**src/hw/mfm_pkg.sv**
```systemverilog
/*
  mfm_pkg: constants, register map, enumerations and carrier types of
  the motor driver fault manager.
  Assumes a 100 MHz core clock; the analog detectors sit outside.
*/
// Summary of operation
// - Without soft ramp, inrush field maps 5 ms at 0000h to 6.7 s at FFFFh.
// - Stall detection is blanked for the whole inrush time after motor start.
// - With soft ramp in regulation, target ramps over field plus one times setpoint ticks.
// - Current limit held past deglitch disables bridge, sets bits, pulls pin.
// - Overcurrent select 0b latches off, 1b retries automatically.
// - Retry keeps bridge off and pin low for retry time, then repeats.
// - Latch-off holds bridge off and pin low until clear or power cycle.
// - Overcurrent is sensed per transistor, apart from regulation sensing.
// - Overtemperature disables bridge, sets bits, pulls pin; select picks mode.
// - Thermal auto mode resumes below hysteresis; thermal bit stays until clear.
// - Thermal latch mode resumes after cooling plus clear command or power cycle.
// - Undervoltage floats outputs, stops charge pump, pulls pin low.
// - Undervoltage sets summary and sticky bit; recovery clears summary only.
// - At power-up summary is set, pin low, until supply passes threshold.
// - Outputs above supply while idle turn both low sides on to brake.
// - Overvoltage braking on after power-up; its enable survives sleep.
// - High current while braking switches the low sides off.
// - Fault pin is open drain, low whenever a fault is present.
// - Active mode needs supply good, sleep pin high for wake time, enable.
// - Sleep pin low for turn-off time enters sleep with outputs floating.
// - Fault mode ends as soon as the active fault recovers.
package mfm_pkg;

  // ***********************************************************
  // timing
  // ***********************************************************
  localparam int CLK_NS = 10;

  function automatic int cyc_up(input longint t_ns);
    return int'((t_ns + CLK_NS - 1) / CLK_NS);
  endfunction

  localparam longint INR_MIN_NS = 5000000;
  localparam longint INR_MAX_NS = 64'd6700000000;
  localparam int INR_CODES = 65535;
  localparam longint INR_STEP_NS = (INR_MAX_NS - INR_MIN_NS) / INR_CODES;
  localparam int INR_STEP_CYC = int'(INR_STEP_NS / CLK_NS);
  localparam int INR_BASE_TICKS =
    int'((INR_MIN_NS + INR_STEP_NS - 1) / INR_STEP_NS);
  // code for about 1 s
  localparam logic [15:0] INR_RST = 16'h260C;
  localparam longint OCP_DEG_NS = 2000;
  localparam int OCP_DEG_CYC = cyc_up(OCP_DEG_NS);
  localparam longint RETRY_NS = 4000000;
  localparam int RETRY_CYC = cyc_up(RETRY_NS);
  localparam longint WAKE_NS = 1000000;
  localparam int WAKE_CYC = cyc_up(WAKE_NS);
  localparam longint TURNOFF_NS = 1000000;
  localparam int TURNOFF_CYC = cyc_up(TURNOFF_NS);
  localparam int CNT_W = 24;

  // ***********************************************************
  // register map
  // ***********************************************************
  localparam logic [7:0] REG_CTRL = 8'h00;
  localparam logic [7:0] REG_CLR = 8'h01;
  localparam logic [7:0] REG_INR = 8'h02;
  localparam logic [7:0] REG_SETPT = 8'h03;
  localparam logic [7:0] REG_STAT = 8'h04;
  localparam int CLR_BIT = 0;
  localparam logic [7:0] SETPT_RST = 8'h00;

  // ***********************************************************
  // types
  // ***********************************************************
  typedef struct packed {
    logic th_sel;
    logic oc_sel;
    logic en_ss;
    logic overvoltage_enable;
    logic en_out;
  } mfm_cfg_t;
  // overvoltage braking enabled, all else off
  localparam mfm_cfg_t CFG_RST = 5'h02;

  typedef struct packed {
    logic fpin;
    logic boc;
    logic ov;
    logic vm_ok;
    logic warm;
    logic hot;
    logic [3:0] oc;
    logic [1:0] drive;
    logic sleep_n;
  } mfm_pins_t;

  typedef struct packed {
    logic [5:0] rsvd;
    logic por;
    logic fpin;
    logic sum;
    logic brake;
    logic blank;
    logic oc;
    logic th;
    logic uv;
    logic [1:0] mode;
  } mfm_stat_t;

  typedef enum logic [1:0] {
    M_SLEEP = 2'h0,
    M_STBY = 2'h1,
    M_ACT = 2'h3,
    M_FLT = 2'h2
  } mfm_mode_t;

  typedef enum logic [1:0] {
    OC_OK = 2'h0,
    OC_RTY = 2'h1,
    OC_LAT = 2'h3
  } mfm_oc_t;

  // gate enables {hs1, ls1, hs2, ls2}
  localparam logic [3:0] G_OFF = 4'h0;
  localparam logic [3:0] G_FWD = 4'h9;
  localparam logic [3:0] G_REV = 4'h6;
  localparam logic [3:0] G_BRK = 4'h5;

endpackage

```
**src/hw/mfm_sync.sv**
```systemverilog
/*
  mfm_sync: two-stage synchroniser for a vector of asynchronous levels.
  Assumes each bit is an independent level; no word coherence.
*/
`timescale 1ns/10ps
module mfm_sync #(
  parameter int W = 1
) (
  // clock and reset
  input wire logic clock,
  input wire logic nrst,
  // levels in and out
  input wire logic [W-1:0] d,
  output logic [W-1:0] q
);
  logic [W-1:0] meta_r;

  always_ff @(posedge clock or negedge nrst) begin
    if (!nrst) begin
      meta_r <= '0;
      q <= '0;
    end else begin
      meta_r <= d;
      q <= meta_r;
    end
  end
endmodule // mfm_sync

```
**src/hw/mfm_dly.sv**
```systemverilog
/*
  mfm_dly: qualifying counter; done rises once run has stood for
  limit consecutive cycles and stays while run stays.
  Assumes run and limit come from the same clock domain.
*/
`timescale 1ns/10ps
module mfm_dly (
  // clock and reset
  input wire logic clock,
  input wire logic nrst,
  // qualify
  input wire logic run,
  input wire logic [mfm_pkg::CNT_W-1:0] limit,
  output logic done
);
  logic [mfm_pkg::CNT_W-1:0] cnt_r;

  // count saturates so a long hold never wraps
  always_ff @(posedge clock or negedge nrst) begin
    if (!nrst) begin
      cnt_r <= '0;
    end else if (!run) begin
      cnt_r <= '0;
    end else if (!done) begin
      cnt_r <= cnt_r + 1'b1;
    end
  end

  assign done = run && (cnt_r >= limit);
endmodule // mfm_dly

```
**src/hw/mfm_top.sv**
```systemverilog
/*
  mfm_top: fault and operating-mode manager of an H-bridge driver.
  Holds inrush timing, soft ramp, overcurrent, thermal, undervoltage
  and overvoltage-brake handling, modes and the open-drain fault pin.
  Assumes analog detectors give levels on asynchronous pins and a
  register master on the core clock.
*/
// Added by the designer: the placing of the registers and the strobed register port.
`timescale 1ns/10ps
module mfm_top #(
  parameter int INR_STEP_CYC = mfm_pkg::INR_STEP_CYC,
  parameter int RETRY_CYC = mfm_pkg::RETRY_CYC,
  parameter int WAKE_CYC = mfm_pkg::WAKE_CYC,
  parameter int TURNOFF_CYC = mfm_pkg::TURNOFF_CYC
) (
  // clock and reset
  input wire logic clock,
  input wire logic nrst,
  // register port
  input wire logic [7:0] reg_addr,
  input wire logic [15:0] reg_wdata,
  input wire logic reg_wr,
  input wire logic reg_rd,
  output logic [15:0] reg_rdata,
  // asynchronous pins and detectors
  input wire logic sleep_pin_n,
  input wire logic [1:0] drive_in,
  input wire logic [3:0] oc_limit,
  input wire logic ot_hot,
  input wire logic ot_warm,
  input wire logic vm_ok,
  input wire logic ov_sense,
  input wire logic brake_oc,
  // regulation loop context
  input wire logic reg_on,
  // bridge control
  output logic [3:0] gate_en,
  output logic hiz,
  output logic cp_en,
  output logic stall_blank,
  output logic [7:0] ramp_target,
  // open-drain fault pin
  input wire logic fault_pin_n_i,
  output logic fault_pin_n_o,
  output logic fault_pin_n_oe_n
);
  mfm_pkg::mfm_pins_t pins;
  mfm_pkg::mfm_cfg_t cfg_r;
  mfm_pkg::mfm_mode_t mode_r, mode_nxt;
  mfm_pkg::mfm_oc_t oc_r;
  mfm_pkg::mfm_stat_t stat;
  logic [15:0] inr_r;
  logic [7:0] setpt_r, goal;
  logic [23:0] pre_r;
  logic [16:0] tck_r;
  logic [15:0] stp_r;
  logic awake_r, por_r, th_act_r, oc_bit_r, th_bit_r, uv_bit_r;
  logic boc_r, run_r, blank_r;
  logic wake_done, off_done, deg_done, rty_done;
  logic clr, uv, faulted, sum, drv_ok, driving, start, brake;
  logic ss, tick, step;

  function automatic logic hit(input logic [7:0] a);
    return reg_addr == a;
  endfunction

  // ***********************************************************
  // input synchronisers and timers
  // ***********************************************************
  mfm_sync #(.W($bits(mfm_pkg::mfm_pins_t))) u_sync (
    .clock(clock),
    .nrst(nrst),
    .d({fault_pin_n_i, brake_oc, ov_sense, vm_ok, ot_warm, ot_hot,
        oc_limit, drive_in, sleep_pin_n}),
    .q(pins)
  );

  mfm_dly u_wake (
    .clock(clock),
    .nrst(nrst),
    .run(pins.sleep_n && !awake_r),
    .limit(24'(WAKE_CYC)),
    .done(wake_done)
  );

  mfm_dly u_off (
    .clock(clock),
    .nrst(nrst),
    .run(!pins.sleep_n && awake_r),
    .limit(24'(TURNOFF_CYC)),
    .done(off_done)
  );

  mfm_dly u_deg (
    .clock(clock),
    .nrst(nrst),
    .run((|pins.oc) && oc_r == mfm_pkg::OC_OK),
    .limit(24'(mfm_pkg::OCP_DEG_CYC)),
    .done(deg_done)
  );

  mfm_dly u_rty (
    .clock(clock),
    .nrst(nrst),
    .run(oc_r == mfm_pkg::OC_RTY),
    .limit(24'(RETRY_CYC)),
    .done(rty_done)
  );

  // ***********************************************************
  // registers
  // ***********************************************************
  // one-shot clear
  assign clr = reg_wr && hit(mfm_pkg::REG_CLR) && reg_wdata[mfm_pkg::CLR_BIT];

  // sleep wipes the configuration but the braking enable
  always_ff @(posedge clock or negedge nrst) begin
    if (!nrst) begin
      cfg_r <= mfm_pkg::CFG_RST;
    end else if (mode_r == mfm_pkg::M_SLEEP) begin
      cfg_r <= '{overvoltage_enable: cfg_r.overvoltage_enable, default: 1'b0};
    end else if (reg_wr && hit(mfm_pkg::REG_CTRL)) begin
      cfg_r <= reg_wdata[$bits(mfm_pkg::mfm_cfg_t)-1:0];
    end
  end

  always_ff @(posedge clock or negedge nrst) begin
    if (!nrst) begin
      inr_r <= mfm_pkg::INR_RST;
      setpt_r <= mfm_pkg::SETPT_RST;
    end else begin
      if (reg_wr && hit(mfm_pkg::REG_INR)) begin
        inr_r <= reg_wdata;
      end
      if (reg_wr && hit(mfm_pkg::REG_SETPT)) begin
        setpt_r <= reg_wdata[7:0];
      end
    end
  end

  always_comb begin
    stat = '0;
    stat.por = por_r;
    stat.fpin = pins.fpin;
    stat.sum = sum;
    stat.brake = brake;
    stat.blank = stall_blank;
    stat.oc = oc_bit_r;
    stat.th = th_bit_r;
    stat.uv = uv_bit_r;
    stat.mode = mode_r;
  end

  // read data stand only in the cycle after the strobe
  always_ff @(posedge clock or negedge nrst) begin
    if (!nrst) begin
      reg_rdata <= '0;
    end else if (!reg_rd) begin
      reg_rdata <= '0;
    end else begin
      case (reg_addr)
        mfm_pkg::REG_CTRL: reg_rdata <= 16'(cfg_r);
        mfm_pkg::REG_INR: reg_rdata <= inr_r;
        mfm_pkg::REG_SETPT: reg_rdata <= {8'h00, setpt_r};
        mfm_pkg::REG_STAT: reg_rdata <= stat;
        default: reg_rdata <= '0;
      endcase
    end
  end

  // ***********************************************************
  // fault tracking
  // ***********************************************************
  assign uv = !pins.vm_ok;

  always_ff @(posedge clock or negedge nrst) begin
    if (!nrst) begin
      por_r <= 1'b1;
    end else if (pins.vm_ok) begin
      por_r <= 1'b0;
    end
  end

  // sticky bits: a new event wins over a clear in the same cycle
  always_ff @(posedge clock or negedge nrst) begin
    if (!nrst) begin
      uv_bit_r <= 1'b0;
      oc_bit_r <= 1'b0;
      th_bit_r <= 1'b0;
    end else begin
      if (uv && !por_r) begin
        uv_bit_r <= 1'b1;
      end else if (clr) begin
        uv_bit_r <= 1'b0;
      end
      if (deg_done) begin
        oc_bit_r <= 1'b1;
      end else if (clr) begin
        oc_bit_r <= 1'b0;
      end
      if (pins.hot) begin
        th_bit_r <= 1'b1;
      end else if (clr) begin
        th_bit_r <= 1'b0;
      end
    end
  end

  always_ff @(posedge clock or negedge nrst) begin
    if (!nrst) begin
      oc_r <= mfm_pkg::OC_OK;
    end else begin
      case (oc_r)
        mfm_pkg::OC_OK: begin
          if (deg_done) begin
            oc_r <= cfg_r.oc_sel ? mfm_pkg::OC_RTY : mfm_pkg::OC_LAT;
          end
        end
        mfm_pkg::OC_RTY: begin
          if (rty_done) begin
            oc_r <= mfm_pkg::OC_OK;
          end
        end
        mfm_pkg::OC_LAT: begin
          if (clr) begin
            oc_r <= mfm_pkg::OC_OK;
          end
        end
        default: oc_r <= mfm_pkg::OC_OK;
      endcase
    end
  end

  // a clear sent while still hot is lost; cool first, then clear
  always_ff @(posedge clock or negedge nrst) begin
    if (!nrst) begin
      th_act_r <= 1'b0;
    end else if (pins.hot) begin
      th_act_r <= 1'b1;
    end else if (!pins.warm && (cfg_r.th_sel || clr)) begin
      th_act_r <= 1'b0;
    end
  end

  // fault lasts while a cause lasts
  assign faulted = uv || oc_r != mfm_pkg::OC_OK || th_act_r;
  assign sum = por_r || faulted;

  // ***********************************************************
  // operating mode
  // ***********************************************************
  // sleep qualification
  always_ff @(posedge clock or negedge nrst) begin
    if (!nrst) begin
      awake_r <= 1'b0;
    end else if (wake_done) begin
      awake_r <= 1'b1;
    end else if (off_done) begin
      awake_r <= 1'b0;
    end
  end

  always_comb begin
    mode_nxt = mode_r;
    case (mode_r)
      mfm_pkg::M_SLEEP: begin
        if (awake_r) begin
          mode_nxt = mfm_pkg::M_STBY;
        end
      end
      mfm_pkg::M_STBY, mfm_pkg::M_ACT, mfm_pkg::M_FLT: begin
        if (!awake_r) begin
          mode_nxt = mfm_pkg::M_SLEEP;
        end else if (faulted) begin
          mode_nxt = mfm_pkg::M_FLT;
        end else if (cfg_r.en_out && pins.vm_ok) begin
          mode_nxt = mfm_pkg::M_ACT;
        end else begin
          mode_nxt = mfm_pkg::M_STBY;
        end
      end
      default: mode_nxt = mfm_pkg::M_SLEEP;
    endcase
  end

  always_ff @(posedge clock or negedge nrst) begin
    if (!nrst) begin
      mode_r <= mfm_pkg::M_SLEEP;
    end else begin
      mode_r <= mode_nxt;
    end
  end

  // ***********************************************************
  // bridge and pin
  // ***********************************************************
  // faulted also gates the drive so a trip turns the gates off on the same edge as the mode moves
  assign drv_ok = mode_r == mfm_pkg::M_ACT && !faulted;
  assign driving = drv_ok && pins.drive != 2'h0;
  assign brake = !driving && cfg_r.overvoltage_enable && pins.ov && !boc_r;

  always_ff @(posedge clock or negedge nrst) begin
    if (!nrst) begin
      boc_r <= 1'b0;
    end else if (brake && pins.boc) begin
      boc_r <= 1'b1;
    end else if (!pins.ov) begin
      boc_r <= 1'b0;
    end
  end

  assign fault_pin_n_o = 1'b0;

  always_ff @(posedge clock or negedge nrst) begin
    if (!nrst) begin
      gate_en <= mfm_pkg::G_OFF;
      hiz <= 1'b1;
      cp_en <= 1'b0;
      fault_pin_n_oe_n <= 1'b1;
    end else begin
      if (brake) begin
        gate_en <= mfm_pkg::G_BRK;
      end else if (!drv_ok) begin
        gate_en <= mfm_pkg::G_OFF;
      end else begin
        case (pins.drive)
          2'h2: gate_en <= mfm_pkg::G_FWD;
          2'h1: gate_en <= mfm_pkg::G_REV;
          2'h3: gate_en <= mfm_pkg::G_BRK;
          default: gate_en <= mfm_pkg::G_OFF;
        endcase
      end
      hiz <= !driving && !brake;
      cp_en <= !uv && awake_r;
      fault_pin_n_oe_n <= !sum;
    end
  end

  // ***********************************************************
  // inrush timing and soft ramp
  // ***********************************************************
  assign start = driving && !run_r;
  assign tick = pre_r == 24'(INR_STEP_CYC - 1);
  assign ss = cfg_r.en_ss && reg_on;
  assign goal = driving ? setpt_r : 8'h00;
  assign step = tick && stp_r >= inr_r;

  always_ff @(posedge clock or negedge nrst) begin
    if (!nrst) begin
      run_r <= 1'b0;
      pre_r <= '0;
      stp_r <= '0;
    end else begin
      run_r <= driving;
      pre_r <= (start || tick) ? '0 : pre_r + 1'b1;
      if (tick) begin
        stp_r <= step ? '0 : stp_r + 1'b1;
      end
    end
  end

  always_ff @(posedge clock or negedge nrst) begin
    if (!nrst) begin
      blank_r <= 1'b0;
      tck_r <= '0;
    end else if (start) begin
      blank_r <= 1'b1;
      tck_r <= '0;
    end else if (!driving) begin
      blank_r <= 1'b0;
    end else if (blank_r && tick) begin
      if (tck_r + 17'h00001 >=
          {1'b0, inr_r} + 17'(mfm_pkg::INR_BASE_TICKS)) begin
        blank_r <= 1'b0;
      end else begin
        tck_r <= tck_r + 1'b1;
      end
    end
  end

  // one setpoint unit per field plus one ticks
  always_ff @(posedge clock or negedge nrst) begin
    if (!nrst) begin
      ramp_target <= '0;
      stall_blank <= 1'b0;
    end else begin
      if (!ss) begin
        ramp_target <= goal;
      end else if (step && ramp_target < goal) begin
        ramp_target <= ramp_target + 1'b1;
      end else if (step && ramp_target > goal) begin
        ramp_target <= ramp_target - 1'b1;
      end
      stall_blank <= blank_r || (ss && ramp_target != goal);
    end
  end
endmodule // mfm_top

```
**config.mk**
```make
export PLATFORM = sky130hd
export DESIGN_NAME = mfm_top
export DESIGN_NICKNAME = d
export VERILOG_FILES = /design/src/hw/mfm_pkg.sv /design/src/hw/mfm_sync.sv /design/src/hw/mfm_dly.sv /design/src/hw/mfm_top.sv
export SDC_FILE = /design/constraint.sdc
export NUM_CORES = 1
export LEC_CHECK = 0
export BUFFER_PORTS_ARGS = -buffer_cell sky130_fd_sc_hd__buf_4
export CAP_MARGIN = 20
export CORE_MARGIN = 5
export CORE_UTILIZATION = 40
export DETAILED_ROUTE_END_ITERATION = 8
export HOLD_SLACK_MARGIN = 0.12
export PLACE_DENSITY = 0.67
export RECOVER_POWER = 50
export REMOVE_ABC_BUFFERS = 1
export SYNTH_ARGS = -nofsm -noshare
export SYNTH_HDL_FRONTEND = slang
export SYNTH_HIERARCHICAL = 1
export SYNTH_SLANG_ARGS = --single-unit
```
**constraint.sdc**
```tcl
create_clock -name clock -period 8.7 [get_ports clock]
set_input_delay 1.305 -clock clock [delete_from_list [all_inputs] [get_ports clock]]
set_output_delay 1.305 -clock clock [all_outputs]
set_load 0.05 [all_outputs]
```
Word-level counts from Yosys, hierarchy flattened
Cells that the tools add are included.
{ "word_totals": {"register_bits": 253, "in_bits": 42} }
{ "classes": {"muxes": 49, "reduce_logical": 66, "addsub": 10, "order_cmp": 8, "eq_ne": 27, "bitwise": 1} }
{ "ops": {"columns": ["op", "n"], "rows": [
  ["2-to-1 mux 24 bit", 9],
  ["adder 24 x 1 -> 24 bit, second input constant", 5],
  ["2-to-1 mux 17 bit", 4],
  ["case mux 16 bit (4 select lines)", 1],
  [">= comparator 24 x 17 -> 1 bit, second input constant", 2],
  ["2-to-1 mux 16 bit", 2],
  ["2-to-1 mux 8 bit", 4],
  ["logical AND 1 bit", 30],
  ["equality test 24 x 14 -> 1 bit, second input constant", 1],
  [">= comparator 24 x 19 -> 1 bit, second input constant", 1],
  [">= comparator 24 x 8 -> 1 bit, second input constant", 1],
  ["inequality test 2 bit, second input constant", 10],
  ["nonzero test 2 bit", 10],
  ["adder 16 x 6 -> 17 bit, second input constant", 1],
  ["adder 17 x 1 -> 17 bit, second input constant", 1],
  [">= comparator 17 bit", 1],
  ["adder 16 x 1 -> 16 bit, second input constant", 1],
  ["equality test 8 x 2 -> 1 bit, second input constant", 2],
  [">= comparator 16 bit", 1],
  ["2-to-1 mux 2 bit", 8],
  ["2-to-1 mux 1 bit", 14],
  ["case mux 4 bit (3 select lines)", 1],
  ["zero test 1 bit", 11],
  ["equality test 2 bit, second input constant", 5],
  ["other kinds (21)", 35]
]} }

Depth between registers and ports, before layout
Gate-level depths: netlist of the first run.
{ "logic_depth": {"ltp_word": 12, "mapped_depth": 19, "ltp_nobuf": 17} }

Cells and area by module
The synthesis of the first run kept the hierarchy.
{ "by_module_without_submodules": {"columns": ["mod", "cells_per_inst", "instances", "area_each_um2"], "rows": [
  ["mfm_dly", 228, 4, 1950.6],
  ["mfm_top", 788, 1, 7553.5],
  ["mfm_sync", 26, 1, 650.6]
]} }

Worst setup path before layout of the first run
OpenSTA, ideal clock, no wires.
{ "synth_path": {"path_type": "reg-to-reg", "from": "register oc_r[1]", "to": "register ramp_target[7]", "path_stages_with_launch": 20, "arrival_time_ps": 4364, "slack_ps": 4187, "required_ps": 8551, "path_cell_list": "dfrtp_1 nor4b_1 and3_1 o21a_1 clkbuf_1 buf_1 nand2_1 ha_1 a21oi_1 and3_1 o21ai_0 a211o_1 ha_1 a21oi_1 o21ai_0 a2111oi_0 nor3_1 and4_1 a31oi_1 o2111ai_1"} }
{ "synth_via": {"elab_chain_cells": 11, "word_cells_on_any_way": 14, "classes_between": "order compare (2); eq/ne (1); mux (3); reduce/logical (8)"} }
{ "synth_rtl": {"columns": ["item", "line_no", "text"], "rows": [
  ["start, declared", "mfm_top.sv:50", "mfm_pkg::mfm_oc_t oc_r;"],
  ["start signal, assigned", "mfm_top.sv:211", "oc_r <= mfm_pkg::OC_OK;"],
  ["start signal, assigned", "mfm_top.sv:216", "oc_r <= cfg_r.oc_sel ? mfm_pkg::OC_RTY : mfm_pkg::OC_LAT;"],
  ["start signal, assigned", "mfm_top.sv:221", "oc_r <= mfm_pkg::OC_OK;"],
  ["nonzero test 2 bit *", "mfm_top.sv:246", "assign faulted = uv || oc_r != mfm_pkg::OC_OK || th_act_r;"],
  ["logical OR 1 bit * (2 in series)", "mfm_top.sv:246", null],
  ["zero test 1 bit *", "mfm_top.sv:298", "assign drv_ok = mode_r == mfm_pkg::M_ACT && !faulted;"],
  ["logical AND 1 bit *", "mfm_top.sv:298", null],
  ["logical AND 1 bit *", "mfm_top.sv:299", "assign driving = drv_ok && pins.drive != 2'h0;"],
  ["net driving", "mfm_top.sv:60", "logic clr, uv, faulted, sum, drv_ok, driving, start, brake;"],
  ["2-to-1 mux 8 bit *", "mfm_top.sv:345", "assign goal = driving ? setpt_r : 8'h00;"],
  ["less-than comparator 8 bit", "mfm_top.sv:389", "end else if (step && ramp_target < goal) begin"],
  ["logical AND 1 bit", "mfm_top.sv:389", null],
  ["2-to-1 mux 8 bit", "mfm_top.sv:389", null],
  ["2-to-1 mux 8 bit", "mfm_top.sv:387", "if (!ss) begin"],
  ["end signal, assigned", "mfm_top.sv:388", "ramp_target <= goal;"],
  ["end signal, assigned", "mfm_top.sv:390", "ramp_target <= ramp_target + 1'b1;"],
  ["end signal, assigned", "mfm_top.sv:392", "ramp_target <= ramp_target - 1'b1;"],
  ["end, declared", "mfm_top.sv:41", "output logic [7:0] ramp_target,"]
]} }
Mark *: on every way through the listed nets, which the timed path passes. The rest lies on a longest branch.
A chain may end at the register's enable or synchronous reset.

Worst setup path after layout of the first run
{ "layout_path": {"from": "register oc_r[1]", "to": "register ramp_target[7]"} }
{ "layout_via": {"elab_chain_cells": 11, "word_cells_on_any_way": 14, "classes_between": "order compare (2); eq/ne (1); mux (3); reduce/logical (8)"} }
{ "layout_rtl": {"columns": ["item", "line_no"], "rows": [
  ["nonzero test 2 bit *", "mfm_top.sv:246"],
  ["logical OR 1 bit * (2 in series)", "mfm_top.sv:246"],
  ["zero test 1 bit *", "mfm_top.sv:298"],
  ["logical AND 1 bit *", "mfm_top.sv:298"],
  ["logical AND 1 bit *", "mfm_top.sv:299"],
  ["2-to-1 mux 8 bit *", "mfm_top.sv:345"],
  ["less-than comparator 8 bit", "mfm_top.sv:389"],
  ["logical AND 1 bit", "mfm_top.sv:389"],
  ["2-to-1 mux 8 bit", "mfm_top.sv:389"],
  ["2-to-1 mux 8 bit", "mfm_top.sv:387"]
]} }
Every way passes the cells marked *; elsewhere a longest branch is shown, timed or not.

==> metrics.md, run 1 <==
| Metric | Value |
|---|---|
| Status | `finished with violations` |
| Failing checks | `max-capacitance violations, max-slew violations` |
| WP data arrival | `5.72 ns` |
| Row count | `between 70 and 80` |
| Synth cell types | `73` |
| H-tree levels | `1` |
| Clock Sink Count | `253` |
| Total global-route track usage | `about 17%` |
| Fmax | `roughly 0.19 GHz` |
| Skew final | `0.01799 ns` |
| Final Max Tran Viols | `55` |
| Clock power share | `between 40% and 50%` |
| Max-slew headroom | `-90.92%` |
| Post-synthesis sequential area ratio | `39.62%` |
| Cell Pwr Density | `148.9 nW/um2` |
| Via count | `approximately 13,000` |
| Peak fanout along the critical path | `22` |
| 1st-pass router iterations | `7` |
| Top post-synthesis cells by area | `dfrtp_1 38%, ha_1 12%, nand2_1 3.7%` |
| Int Pwr | `0.002044 W` |
| Max Cap Viol | `1` |
| Worst Reg-to-Reg Cells | `17` |
| CP Capture Type | `flop` |
| Placed Instances | `approximately 2,400` |
| Setup TNS | `0 ns` |
| Worst-case clock buffer depth | `3` |
| Initial antenna violation count | `1` |
| HP Class | `flop to flop` |
| Fraction of registers with async set/reset | `100.0%` |
| Die W | `roughly 210 um` |
| P_leak | `8.495 nW` |
| Net Switching | `0.0006845 W` |
| Area Growth Syn to Fin | `14.50%` |
| Worst-Skew Late Latency | `~0.58 ns` |
| CTS resizes | `0` |
| First-pass GRT wire length | `approximately 63 mm` |
| Post-synth top area share | `38.15%` |
| Worst flop-to-flop path endpoint | `ramp_target[7]` |
| Sw Share | `25.09%` |
| Nets | `2,092` |
| Worst Setup SP | `oc_r[1]` |
| Synthesized area per cell | `slightly above 9 um2` |
| Min-delay src | `u_sync/meta_r[7]` |
| Starting DRT DRC Count | `around 600` |
| Layout cells sized above 1 | `10.36%` |
| Final instance area | `roughly 18,000 um2` |
| CP endpoint | `ramp_target[7]` |
| Worst EP required | `approximately 9 ns` |
| Final core occ | `46.23%` |
| Reg clk slew, reported paths | `0.06 ns` |
| Placed Instance Area | `17,460 um2` |
| FF-to-FF setup slack | `3.41 ns` |
| Pin count of the biggest net entering global routing | `131` |
| Sequential group share of total power | `45.2%` |
| Minimum clock period | `between 5 and 6 ns` |
| ANT nets after route | `0` |
| Core area | `39,640 um2` |
| RSZ-0062 raised after global routing | `false` |
| Synth Cell Area | `about 16,000 um2` |
| Grt ovf | `0` |
| EDFF count, synth | `0` |
| Num CTS Buffers | `30` |
| Tcrit/Tclk final | `between 60% and 70%` |
| Final Setup Violations | `0` |
| Root Buffer | `clkbuf_16` |
| #FFs+latches synth | `253` |
| # hold bufs at CTS | `0` |
| Critical path type | `flop to flop` |
| Drt via density | `approximately 5.3` |
| Starting density of the core | `slightly above 40%` |
| Syn Inst Count | `between 1,500 and 2,000` |
| DPL Wire Length | `roughly 28 mm` |
| Post-CTS Setup Inserts | `0` |
| I/O pin count | `75` |
| CTS tree | `built` |
| Final Hold Vio Count | `0` |
| Die area | `between 40,000 and 50,000 um2` |
| Die height | `210.0 um` |
| Antenna cells | `0` |
| Cell accounting for the most synthesized area | `dfrtp_1` |
| Vias in the first global route | `12,780` |
| Gpl congestion | `0.8372` |
| Drt wl/cell | `around 15 um` |
| Post-route insts no fill | `2,445` |
| Tightest Pin Transition | `roughly 2.9 ns` |
| Most used flip-flop cell after synthesis | `dfrtp_1` |
| Gate power share | `under 10%` |
| Final hold slack | `0.3370 ns` |
| PortBufs | `73` |
| Post-route DRC | `0` |
| Worst vdd ir | `around 0.17 mV` |
| Synth warn | `6` |
| Critical Path Source Type | `flop` |
| Final WL | `37.31 mm` |
| Worst R2R Start | `oc_r[1]` |
[critical path: stages (launching register included)]
cell	delay, ns
dfrtp_1	0.45
nor4b_1	0.53
and3_1	0.30
o21a_1	0.57
nand2_1	0.12
ha_1	0.34
a21oi_1	0.13
and3_1	0.18
o21ai_0	0.10
a211o_1	0.39
ha_1	0.33
a21oi_1	0.19
o21ai_0	0.15
a2111oi_0	0.63
nor3_1	0.18
and4_1	0.23
a31oi_1	0.18
o2111ai_1	0.13
[power by group through the flow]
stage | logic, W | clock network [W] | registers, W
CTS | 0.000220 | 0.00132 | 0.00123
detailed placement | 0.000219 | 0 | 0.00125
global placement | 0.000211 | 0 | 0.00125
global route | 0.000252 | 0.00136 | 0.00124
finish | 0.000216 | 0.00128 | 0.00123
floorplan | 0.000143 | 0 | 0.00124
[sequential cells by signal, summed over array words and instances, names as in the netlist, 17 cells and up]
signal	flops
pre_r	24
tck_r	17
u_deg/cnt_r	24
u_off/cnt_r	24
u_rty/cnt_r	24
u_wake/cnt_r	24
[worst min-delay path by stage]
| stage | slack (ns) | depth (start not counted) | end |
|---|---|---|---|
| after detailed placement | 0.34 | 0 | u_sync/q[0] |
| after CTS | 0.34 | 0 | u_sync/q[7] |
| after global placement | 0.34 | 0 | u_sync/q[0] |
| after floorplan | 0.33 | 0 | u_sync/q[0] |
| final | 0.34 | 0 | u_sync/q[7] |
| after global routing | 0.36 | 0 | u_sync/q[10] |
[stage by stage]
| stage | worst slack, ns | power (W) |
|---|---|---|
| 5_1_grt | 3.047 | 0.002847 |
| 6_report | 3.414 | 0.002728 |
| 3_5_place_dp | 3.567 | 0.001473 |
| 2_1_floorplan | 4.438 | 0.001388 |
| 4_1_cts | 3.480 | 0.002770 |
| 3_3_place_gp | 3.937 | 0.001464 |
[area by class of cell]
type	count	area [um2]
clock buffer	36	844.6
clock inverter	20	180.2
fill	3835	21310
inverter	147	551.8
multi-input combinational	1384	9234
sequential	253	6342
tap	525	656.9
timing repair buffer	80	518.0
[logic make-up after synthesis]
kind of cell | count (synthesis) | share of synthesized area [%]
AO/OA/AOI/OAI | 306 | 12.46
XOR/XNOR | 102 | 5.581
buffers and inverters | 184 | 4.479
adder cells (fa/ha/maj) | 154 | 12.08
AND/OR/NAND/NOR | 681 | 22.78
multiplexers | 44 | 2.947
flip-flops | 253 | 39.62
other | 2 | 0.04692
[layout by cell type (no fill, tap or decap), types with 9 or more instances in the layout]
| master | synthesis | routed |
|---|---|---|
| conb_1 | 2 | 97 |
| nand2_1 | 158 | 158 |
| nand3_1 | 97 | 97 |
| inv_1 | 139 | 139 |
| and3_1 | 69 | 69 |
| and2_1 | 12 | 11 |
| o21ai_1 | 26 | 23 |
| and4_1 | 14 | 14 |
| a21oi_1 | 115 | 115 |
| a21o_1 | 10 | 10 |
| a31o_1 | 12 | 12 |
| dfrtp_1 | 244 | 244 |
| o21ai_0 | 69 | 72 |
| nand2b_1 | 18 | 18 |
| clkbuf_1 | 27 | 24 |
| buf_4 | 1 | 49 |
| mux2_2 | 25 | 25 |
| ha_1 | 153 | 153 |
| nand3b_1 | 9 | 9 |
| or3_1 | 35 | 35 |
| xor2_1 | 36 | 36 |
| nor2b_1 | 11 | 11 |
| nor4_1 | 11 | 11 |
| nor3_1 | 22 | 22 |
| xnor2_1 | 66 | 66 |
| nand4_1 | 31 | 31 |
| o21a_1 | 9 | 9 |
| mux2i_1 | 19 | 19 |
| clkbuf_16 | 0 | 31 |
| clkinv_2 | 0 | 9 |
| nor2_1 | 138 | 138 |
[per-layer routing]
layer | global-route usage [%] | routed length [um] | vias to the layer above
met4 | 5.063 | 1039 | 2
met1 | 22.61 | 16770 | 6163
met3 | 3.364 | 2406 | 67
met5 | 0 | 7 | -
met2 | 27.67 | 17090 | 298
li1 | - | - | 6333
[cell usage after synthesis (9+ instances only)]
master / number
or3_1: 35
o21ai_1: 26
a21oi_1: 115
xnor2_1: 66
ha_1: 153
xor2_1: 36
and3_1: 69
clkbuf_1: 27
mux2_2: 25
a21o_1: 10
nand3_1: 97
nand2_1: 158
nor2b_1: 11
nor4_1: 11
o21a_1: 9
nand2b_1: 18
inv_1: 139
nor3_1: 22
o21ai_0: 69
a31o_1: 12
and2_1: 12
nand3b_1: 9
dfstp_2: 9
nand4_1: 31
dfrtp_1: 244
nor2_1: 138
mux2i_1: 19
and4_1: 14
Power figures use the tool's default switching activity.
==> run 2, diff against run 1 <==
Settings changed: ABC_AREA set to 1.
Clock period 8.7 ns to 5.3 ns, I/O delays scaled along.
==> metrics.md, run 2 <==
| Metric | Value |
|---|---|
| Peak fanout along the critical path | `12 (-45%)` |
| Worst R2R Start | `oc_r[1]` |
| Num CTS Buffers | `30 (unchanged)` |
| Final Hold Vio Count | `0 (unchanged)` |
| PortBufs | `73 (unchanged)` |
| Area Growth Syn to Fin | `13.32%` |
| #FFs+latches synth | `253 (unchanged)` |
| Fmax | `0.2527 GHz (+34%)` |
| Drt via density | `4.908 (-6.7%)` |
| Final WL | `43.91 mm (+18%)` |
| Clock Sink Count | `253 (unchanged)` |
| # hold bufs at CTS | `1 (+1)` |
| Critical path type | `flop to flop` |
| Top post-synthesis cells by area | `dfrtp_1 33%, nand2_1 14%, ha_1 10%` |
| Worst vdd ir | `0.2275 mV (+35%)` |
| Area fraction in and, or, nand and nor cells after synthesis | `34.05% (+11 points)` |
| Worst EP required | `5.75 ns (-3.38 ns)` |
| Setup TNS | `0 ns (unchanged)` |
| Reg clk slew, reported paths | `0.06 ns (about the same)` |
| Synth warn | `6 (unchanged)` |
| RSZ-0062 raised after global routing | `false` |
| Most frequent cell after synthesis | `nand2_1` |
| Die W | `224.8 um (+7.0%)` |
| Post-route DRC | `0 (unchanged)` |
| Final Setup Violations | `0 (unchanged)` |
| Mux contribution to synthesized area | `0.05424% (-2.9 points)` |
| Synthesized area per cell | `7.234 um2 (-22%)` |
| Critical Path Source Type | `flop` |
| Tcrit/Tclk final | `74.67% (+14 points)` |
| Vias in the first global route | `16,010 (+25%)` |
| Adder-cell share of the synthesized area | `10.48% (-1.6 points)` |
| Largest family of logic cells by synthesized area | `simple AND/OR/NAND/NOR gates` |
| Starting density of the core | `40.58% (+0.20 points)` |
| HP Class | `input port to flop` |
| Compound-Gate Fraction of Synth Area | `5.458% (-7.0 points)` |
| Status | `finished with violations` |
| DPL Wire Length | `32.96 mm (+19%)` |
| Root Buffer | `clkbuf_16` |
| Most common cell after layout, fill and taps aside | `nand2_1` |
| Post-synth top area share | `33.09% (-5.1 points)` |
| Worst-case clock buffer depth | `3 (unchanged)` |
| Cell accounting for the most synthesized area | `dfrtp_1` |
| EDFF count, synth | `0 (unchanged)` |
| I/O pin count | `75 (unchanged)` |
| CTS tree | `built` |
| Synth cell types | `55 (-25%)` |
| Via count | `16,330 (+27%)` |
| # fillers | `4,533 (+18%)` |
| CTS resizes | `0 (unchanged)` |
| CP Capture Type | `flop` |
| Post-synthesis sequential area ratio | `34.37% (-5.3 points)` |
| Nets | `2,898 (+39%)` |
| Die height | `224.8 um (+7.0%)` |
| Commonest cells after routing, fill and taps aside | `668 x nand2_1, 365 x inv_1, 315 x nand3_1` |
| Layout cells sized above 1 | `10.16% (-0.20 points)` |
| Initial antenna violation count | `0 (-1)` |
| 1st-pass router iterations | `6 (-1)` |
| Core area | `45,480 um2 (+15%)` |
| WP data arrival | `4.41 ns (-1.31 ns)` |
| Final hold slack | `0.3259 ns (-0.01106 ns)` |
| Grt ovf | `0 (unchanged)` |
| H-tree levels | `1 (unchanged)` |
| Minimum clock period | `3.958 ns (-1.328 ns)` |
| ANT nets after route | `0 (unchanged)` |
| Worst-Skew Late Latency | `0.60 ns (+0.02 ns)` |
| Pin count of the biggest net entering global routing | `157 (+20%)` |
| Max-slew headroom | `-2.318% (+89 points)` |
| Die area | `50,530 um2 (+15%)` |
| Cell Pwr Density | `222.6 nW/um2 (+50%)` |
| Min-delay src | `oc_limit[1]` |
| Final Max Tran Viols | `24 (-56%)` |
| Post-CTS Setup Inserts | `0 (unchanged)` |
| Most used flip-flop cell after synthesis | `dfrtp_1` |
| Antenna cells | `0 (unchanged)` |
| Worst Setup SP | `oc_r[1]` |
| Synth top cells by count | `668 x nand2_1, 364 x inv_1, 315 x nand3_1, 244 x dfrtp_1, 215 x nor2_1` |
| Row count | `78 (+6.8%)` |
| Starting DRT DRC Count | `1,086 (+84%)` |
| P_leak | `11.01 nW (+30%)` |
| Total global-route track usage | `17.35% (+0.53 points)` |
| Fraction of registers with async set/reset | `100.0% (unchanged)` |
| Syn Inst Count | `2,551 (+48%)` |
| Failing checks | `max-capacitance violations, max-slew violations` |
| Synth Cell Area | `18,450 um2 (+15%)` |
| Max Cap Viol | `1 (unchanged)` |
| Skew final | `0.02734 ns (+0.009346 ns)` |
| Tightest Pin Transition | `1.535 ns (-1.329 ns)` |
| XOR/XNOR share of the synthesized area | `4.936% (-0.65 points)` |
| Gpl congestion | `0.9049 (+8.1%)` |
| First-pass GRT wire length | `75.17 mm (+20%)` |
| Drt wl/cell | `13.20 um (-13%)` |
run 2: cell types whose count changed after synthesis, moves of 27 or more:
| cell | delta |
|---|---|
| nor2_1 | +77 |
| nor2_2 | +41 |
| nand2_1 | +510 |
| nand3_1 | +218 |
| xnor2_1 | -27 |
| inv_1 | +225 |
| nand2_2 | +36 |
| or3_1 | -35 |
| clkinv_1 | +28 |
| xor2_1 | +29 |
| a21oi_1 | -37 |
| and3_1 | -67 |
run 2: final timing paths:
kind	end	slack, ns	depth (start not counted)
worst max-delay path	ramp_target[6]	1.34	22
min in group asynchronous	u_off/cnt_r[4]	1.13	2
worst min register to register	u_sync/q[12]	0.35	0
worst max register to register	ramp_target[6]	1.34	22
worst min-delay path	u_sync/meta_r[4]	0.33	1
max in group asynchronous	inr_r[13]	2.33	4
run 2: report_power, final:
| group | total (W) | internal (W) | switching, W |
|---|---|---|---|
| clock | 0.00232 | 0.00145 | 0.000878 |
| sequential | 0.00200 | 0.00197 | 0.0000365 |
| combinational | 0.000328 | 0.000114 | 0.000214 |
run 2: per-stage QoR:
step | worst slack [ns] | instance area (um2) | cells | utilization, % | power (W)
finish | 1.342 | 20910 | 3326 | 45.98 | 0.004656
global route | 0.9582 | 20910 | 3326 | 45.98 | 0.004854
CTS | 1.395 | 20920 | 3325 | 45.99 | 0.004721
detailed placement | 1.437 | 19770 | 3268 | 43.47 | 0.002366
global placement | 1.671 | 19770 | 3268 | 43.47 | 0.002353
floorplan | 2.026 | 18390 | 2589 | - | 0.002231
run 2: routing by layer:
| layer | track usage, % | wire, um |
|---|---|---|
| met1 | 22.60 | 19740 |
| met2 | 30.00 | 20870 |
| met3 | 2.950 | 2196 |
| met4 | 4.243 | 1014 |
| met5 | 1.139 | 81 |
run 2: cell families after synthesis:
family                     Yosys count
muxes                                1
DFF                                253
buffers and inverters              467
xor gates and xnor gates           104
adders and majority gates          154
AOI/OAI and AO/OA                  174
other                                2
and+or+nand+nor                   1396
run 2: worst max-delay path, cell delays in order, from the launching register on:
cell and delay [ns]:
dfrtp_1 0.42, inv_1 0.08, nand2_1 0.08, nor2_1 0.14, nand3_1 0.09, inv_1 0.08
nand2_1 0.09, nand2_1 0.30, nand2_1 0.14, ha_1 0.33, a21oi_1 0.17, o21ai_0 0.13
nor2_1 0.21, nand2_1 0.28, ha_1 0.43, a21oi_1 0.17, nand2_1 0.09, nand2_1 0.06
nand2_1 0.05, a21oi_1 0.16, xnor2_1 0.08, o211ai_1 0.16, nand2_1 0.07
run 2: final cells by class:
type / instances / area (um2) / area share [%]
Multi-Input combinational cell: 1926 / 10520 / 50.29
Sequential cell: 253 / 6342 / 30.33
Inverter: 410 / 1540 / 7.365
Clock buffer: 41 / 872.1 / 4.170
Tap cell: 600 / 750.7 / 3.590
Timing Repair Buffer: 81 / 628.1 / 3.003
Clock inverter: 15 / 261.5 / 1.250
==> run 3, diff against run 2 <==
Settings changed: ABC_AREA 1 to 0, PLACE_DENSITY 0.67 to 0.69.
Clock period 5.3 ns to 3.6 ns, I/O delays scaled along.
==> metrics.md, run 3 (synthesis results as in run 1) <==
| Metric | Value |
|---|---|
| Status | `finished with violations` |
| Failing checks | `max-capacitance violations, max-slew violations, negative setup slack` |
| Area Growth Syn to Fin | `22.63%` |
| H-tree levels | `1 (unchanged)` |
| Die area | `44,120 um2 (-13%)` |
| Root Buffer | `clkbuf_16` |
| PortBufs | `73 (unchanged)` |
| DPL Wire Length | `28.54 mm (-13%)` |
| Max-slew headroom | `-59.05% (-57 points)` |
| Num CTS Buffers | `30 (unchanged)` |
| ANT nets after route | `0 (unchanged)` |
| RSZ-0062 raised after global routing | `true` |
| Critical Path Source Type | `flop` |
| Tightest Pin Transition | `2.386 ns (+0.8509 ns)` |
| Nets | `2,193 (-24%)` |
| Final Setup Violations | `4 (+4)` |
| Area occupied by multi-input gates | `9550 um2 (-9.2%)` |
| Total global-route track usage | `17.49% (+0.14 points)` |
| Reg clk slew, reported paths | `0.06 ns (about the same)` |
| Commonest cells after routing, fill and taps aside | `241 x dfrtp_1, 155 x nand2_1, 143 x ha_1` |
| P_leak | `9.131 nW (-17%)` |
| Register cell area after layout | `6346 um2 (about the same)` |
| Final hold slack | `0.2065 ns (-0.1194 ns)` |
| Grt ovf | `0 (unchanged)` |
| WP data arrival | `4.36 ns (-0.05 ns)` |
| Worst-Skew Late Latency | `0.57 ns (-0.03 ns)` |
| Worst EP required | `4.03 ns (-1.72 ns)` |
| 1st-pass router iterations | `5 (-1)` |
| Starting DRT DRC Count | `852 (-22%)` |
| Post-route insts no fill | `2,546 (-23%)` |
| Die W | `210.0 um (-6.6%)` |
| Cell Pwr Density | `358.4 nW/um2 (+61%)` |
| Minimum clock period | `3.930 ns (-0.02788 ns)` |
| Setup slack after layout | `-0.3298 ns (-1.672 ns)` |
| Core area | `39,640 um2 (-13%)` |
| Vias in the first global route | `13,110 (-18%)` |
| Most common cell after layout, fill and taps aside | `dfrtp_1` |
| Final Max Tran Viols | `93 (+290%)` |
| # fillers | `3,640 (-20%)` |
| Pin count of the biggest net entering global routing | `93 (-41%)` |
| Clock Sink Count | `253 (unchanged)` |
| First-pass GRT wire length | `65.30 mm (-13%)` |
| Worst-case clock buffer depth | `3 (unchanged)` |
| I/O pin count | `75 (unchanged)` |
| Final Hold Vio Count | `0 (unchanged)` |
| Die height | `210.0 um (-6.6%)` |
| Tcrit/Tclk final | `109.2% (+34 points)` |
| Fmax | `0.2545 GHz (+0.71%)` |
| Row count | `73 (-6.4%)` |
| Max Cap Viol | `1 (unchanged)` |
| Layout cells sized above 1 | `16.97% (+6.8 points)` |
| Peak fanout along the critical path | `5 (-7)` |
| Skew final | `0.02176 ns (-0.005577 ns)` |
| Drt via density | `5.214 (+6.2%)` |
| Via count | `13,280 (-19%)` |
| Placed Instances | `2,466 (-25%)` |
| Initial antenna violation count | `2 (+2)` |
| Post-route DRC | `0 (unchanged)` |
| Gpl congestion | `0.8681 (-4.1%)` |
| CP Capture Type | `flop` |
| CTS tree | `built` |
| Drt wl/cell | `15.28 um (+16%)` |
| Critical path type | `flop to flop` |
| Starting density of the core | `40.38% (-0.20 points)` |
| HP Class | `input port to flop` |
| Final WL | `38.90 mm (-11%)` |
| Antenna cells | `0 (unchanged)` |
| Worst vdd ir | `0.3252 mV (+43%)` |
run 3: stage by stage:
stage / TNS (ns) / power [W] / setup WS [ns] / utilization (%) / area (um2)
2_1_floorplan: -1.125 / 0.003354 / -0.6621 / - / 16200
3_3_place_gp: -1.205 / 0.003578 / -0.6370 / 45.57 / 18070
3_5_place_dp: -1.672 / 0.003603 / -0.7844 / 45.57 / 18070
4_1_cts: -0.7023 / 0.007118 / -0.4580 / 49.40 / 19580
5_1_grt: -10.25 / 0.007325 / -0.6086 / 49.52 / 19630
6_report: -0.8672 / 0.007035 / -0.3298 / 49.52 / 19630
run 3: path summary, 6_finish.rpt:
| kind | slack (ns) | depth (start not counted) | endpoint | start |
|---|---|---|---|---|
| setup / recovery | -0.33 | 21 | ramp_target[7] | oc_r[1] |
| hold / removal | 0.21 | 2 | inr_r[11] | reg_wdata[11] |
| setup reg to reg | -0.33 | 21 | ramp_target[7] | oc_r[1] |
| hold reg to reg | 0.34 | 0 | u_sync/q[11] | u_sync/meta_r[11] |
| max in group asynchronous | 0.44 | 3 | tck_r[0] | nrst |
| min in group asynchronous | 1.21 | 2 | stp_r[7] | nrst |
run 3: area by class of cell:
cell class | instances | share of cell area (%)
Timing Repair Buffer | 180 | 6.980
Clock buffer | 38 | 4.392
Clock inverter | 18 | 1.485
Tap cell | 525 | 3.347
Multi-Input combinational cell | 1385 | 48.66
Inverter | 147 | 2.811
Sequential cell | 253 | 32.33
run 3: routing by layer:
metal  GRT usage, %  routed length, um  share of wire [%]  up-vias
li1               -                  -                  -     6536
met1          23.28              16950                 44     6384
met2          29.55              18670                 48      295
met3          3.408               2510                6.5       56
met4          4.365                761                2.0        4
met5              0                 16              0.041        -
run 3: timing repair:
action,4_1_cts,5_1_grt
hold buffers,14,0
gates resized for setup,36,18
hold endpoints to repair,98,0
buffers inserted,6,3
gates cloned,1,1
pin swaps,20,21
setup endpoints to repair,6,21
run 3: critical path, stage by stage, from the launching register on:
cell and delay (ns):
dfrtp_1 0.39, nor4b_2 0.31, and3_1 0.22, o21a_1 0.18, buf_6 0.14, buf_6 0.09
and2_4 0.15, ha_4 0.11, nand4b_1 0.11, and3_4 0.20, o21ai_2 0.07, a211o_4 0.32
buf_6 0.13, ha_4 0.22, nor2_4 0.10, nor2_2 0.05, a2111oi_2 0.37, buf_4 0.18
nor3_2 0.05, and4_1 0.15, a31oi_1 0.13, o2111ai_1 0.11
run 3: where the power goes:
group	leakage (nW)	internal [W]	total, W	switching, W
clock	0.553	0.00220	0.00348	0.00127
combinational	5.19	0.000247	0.000582	0.000335
sequential	3.39	0.00291	0.00298	0.0000711
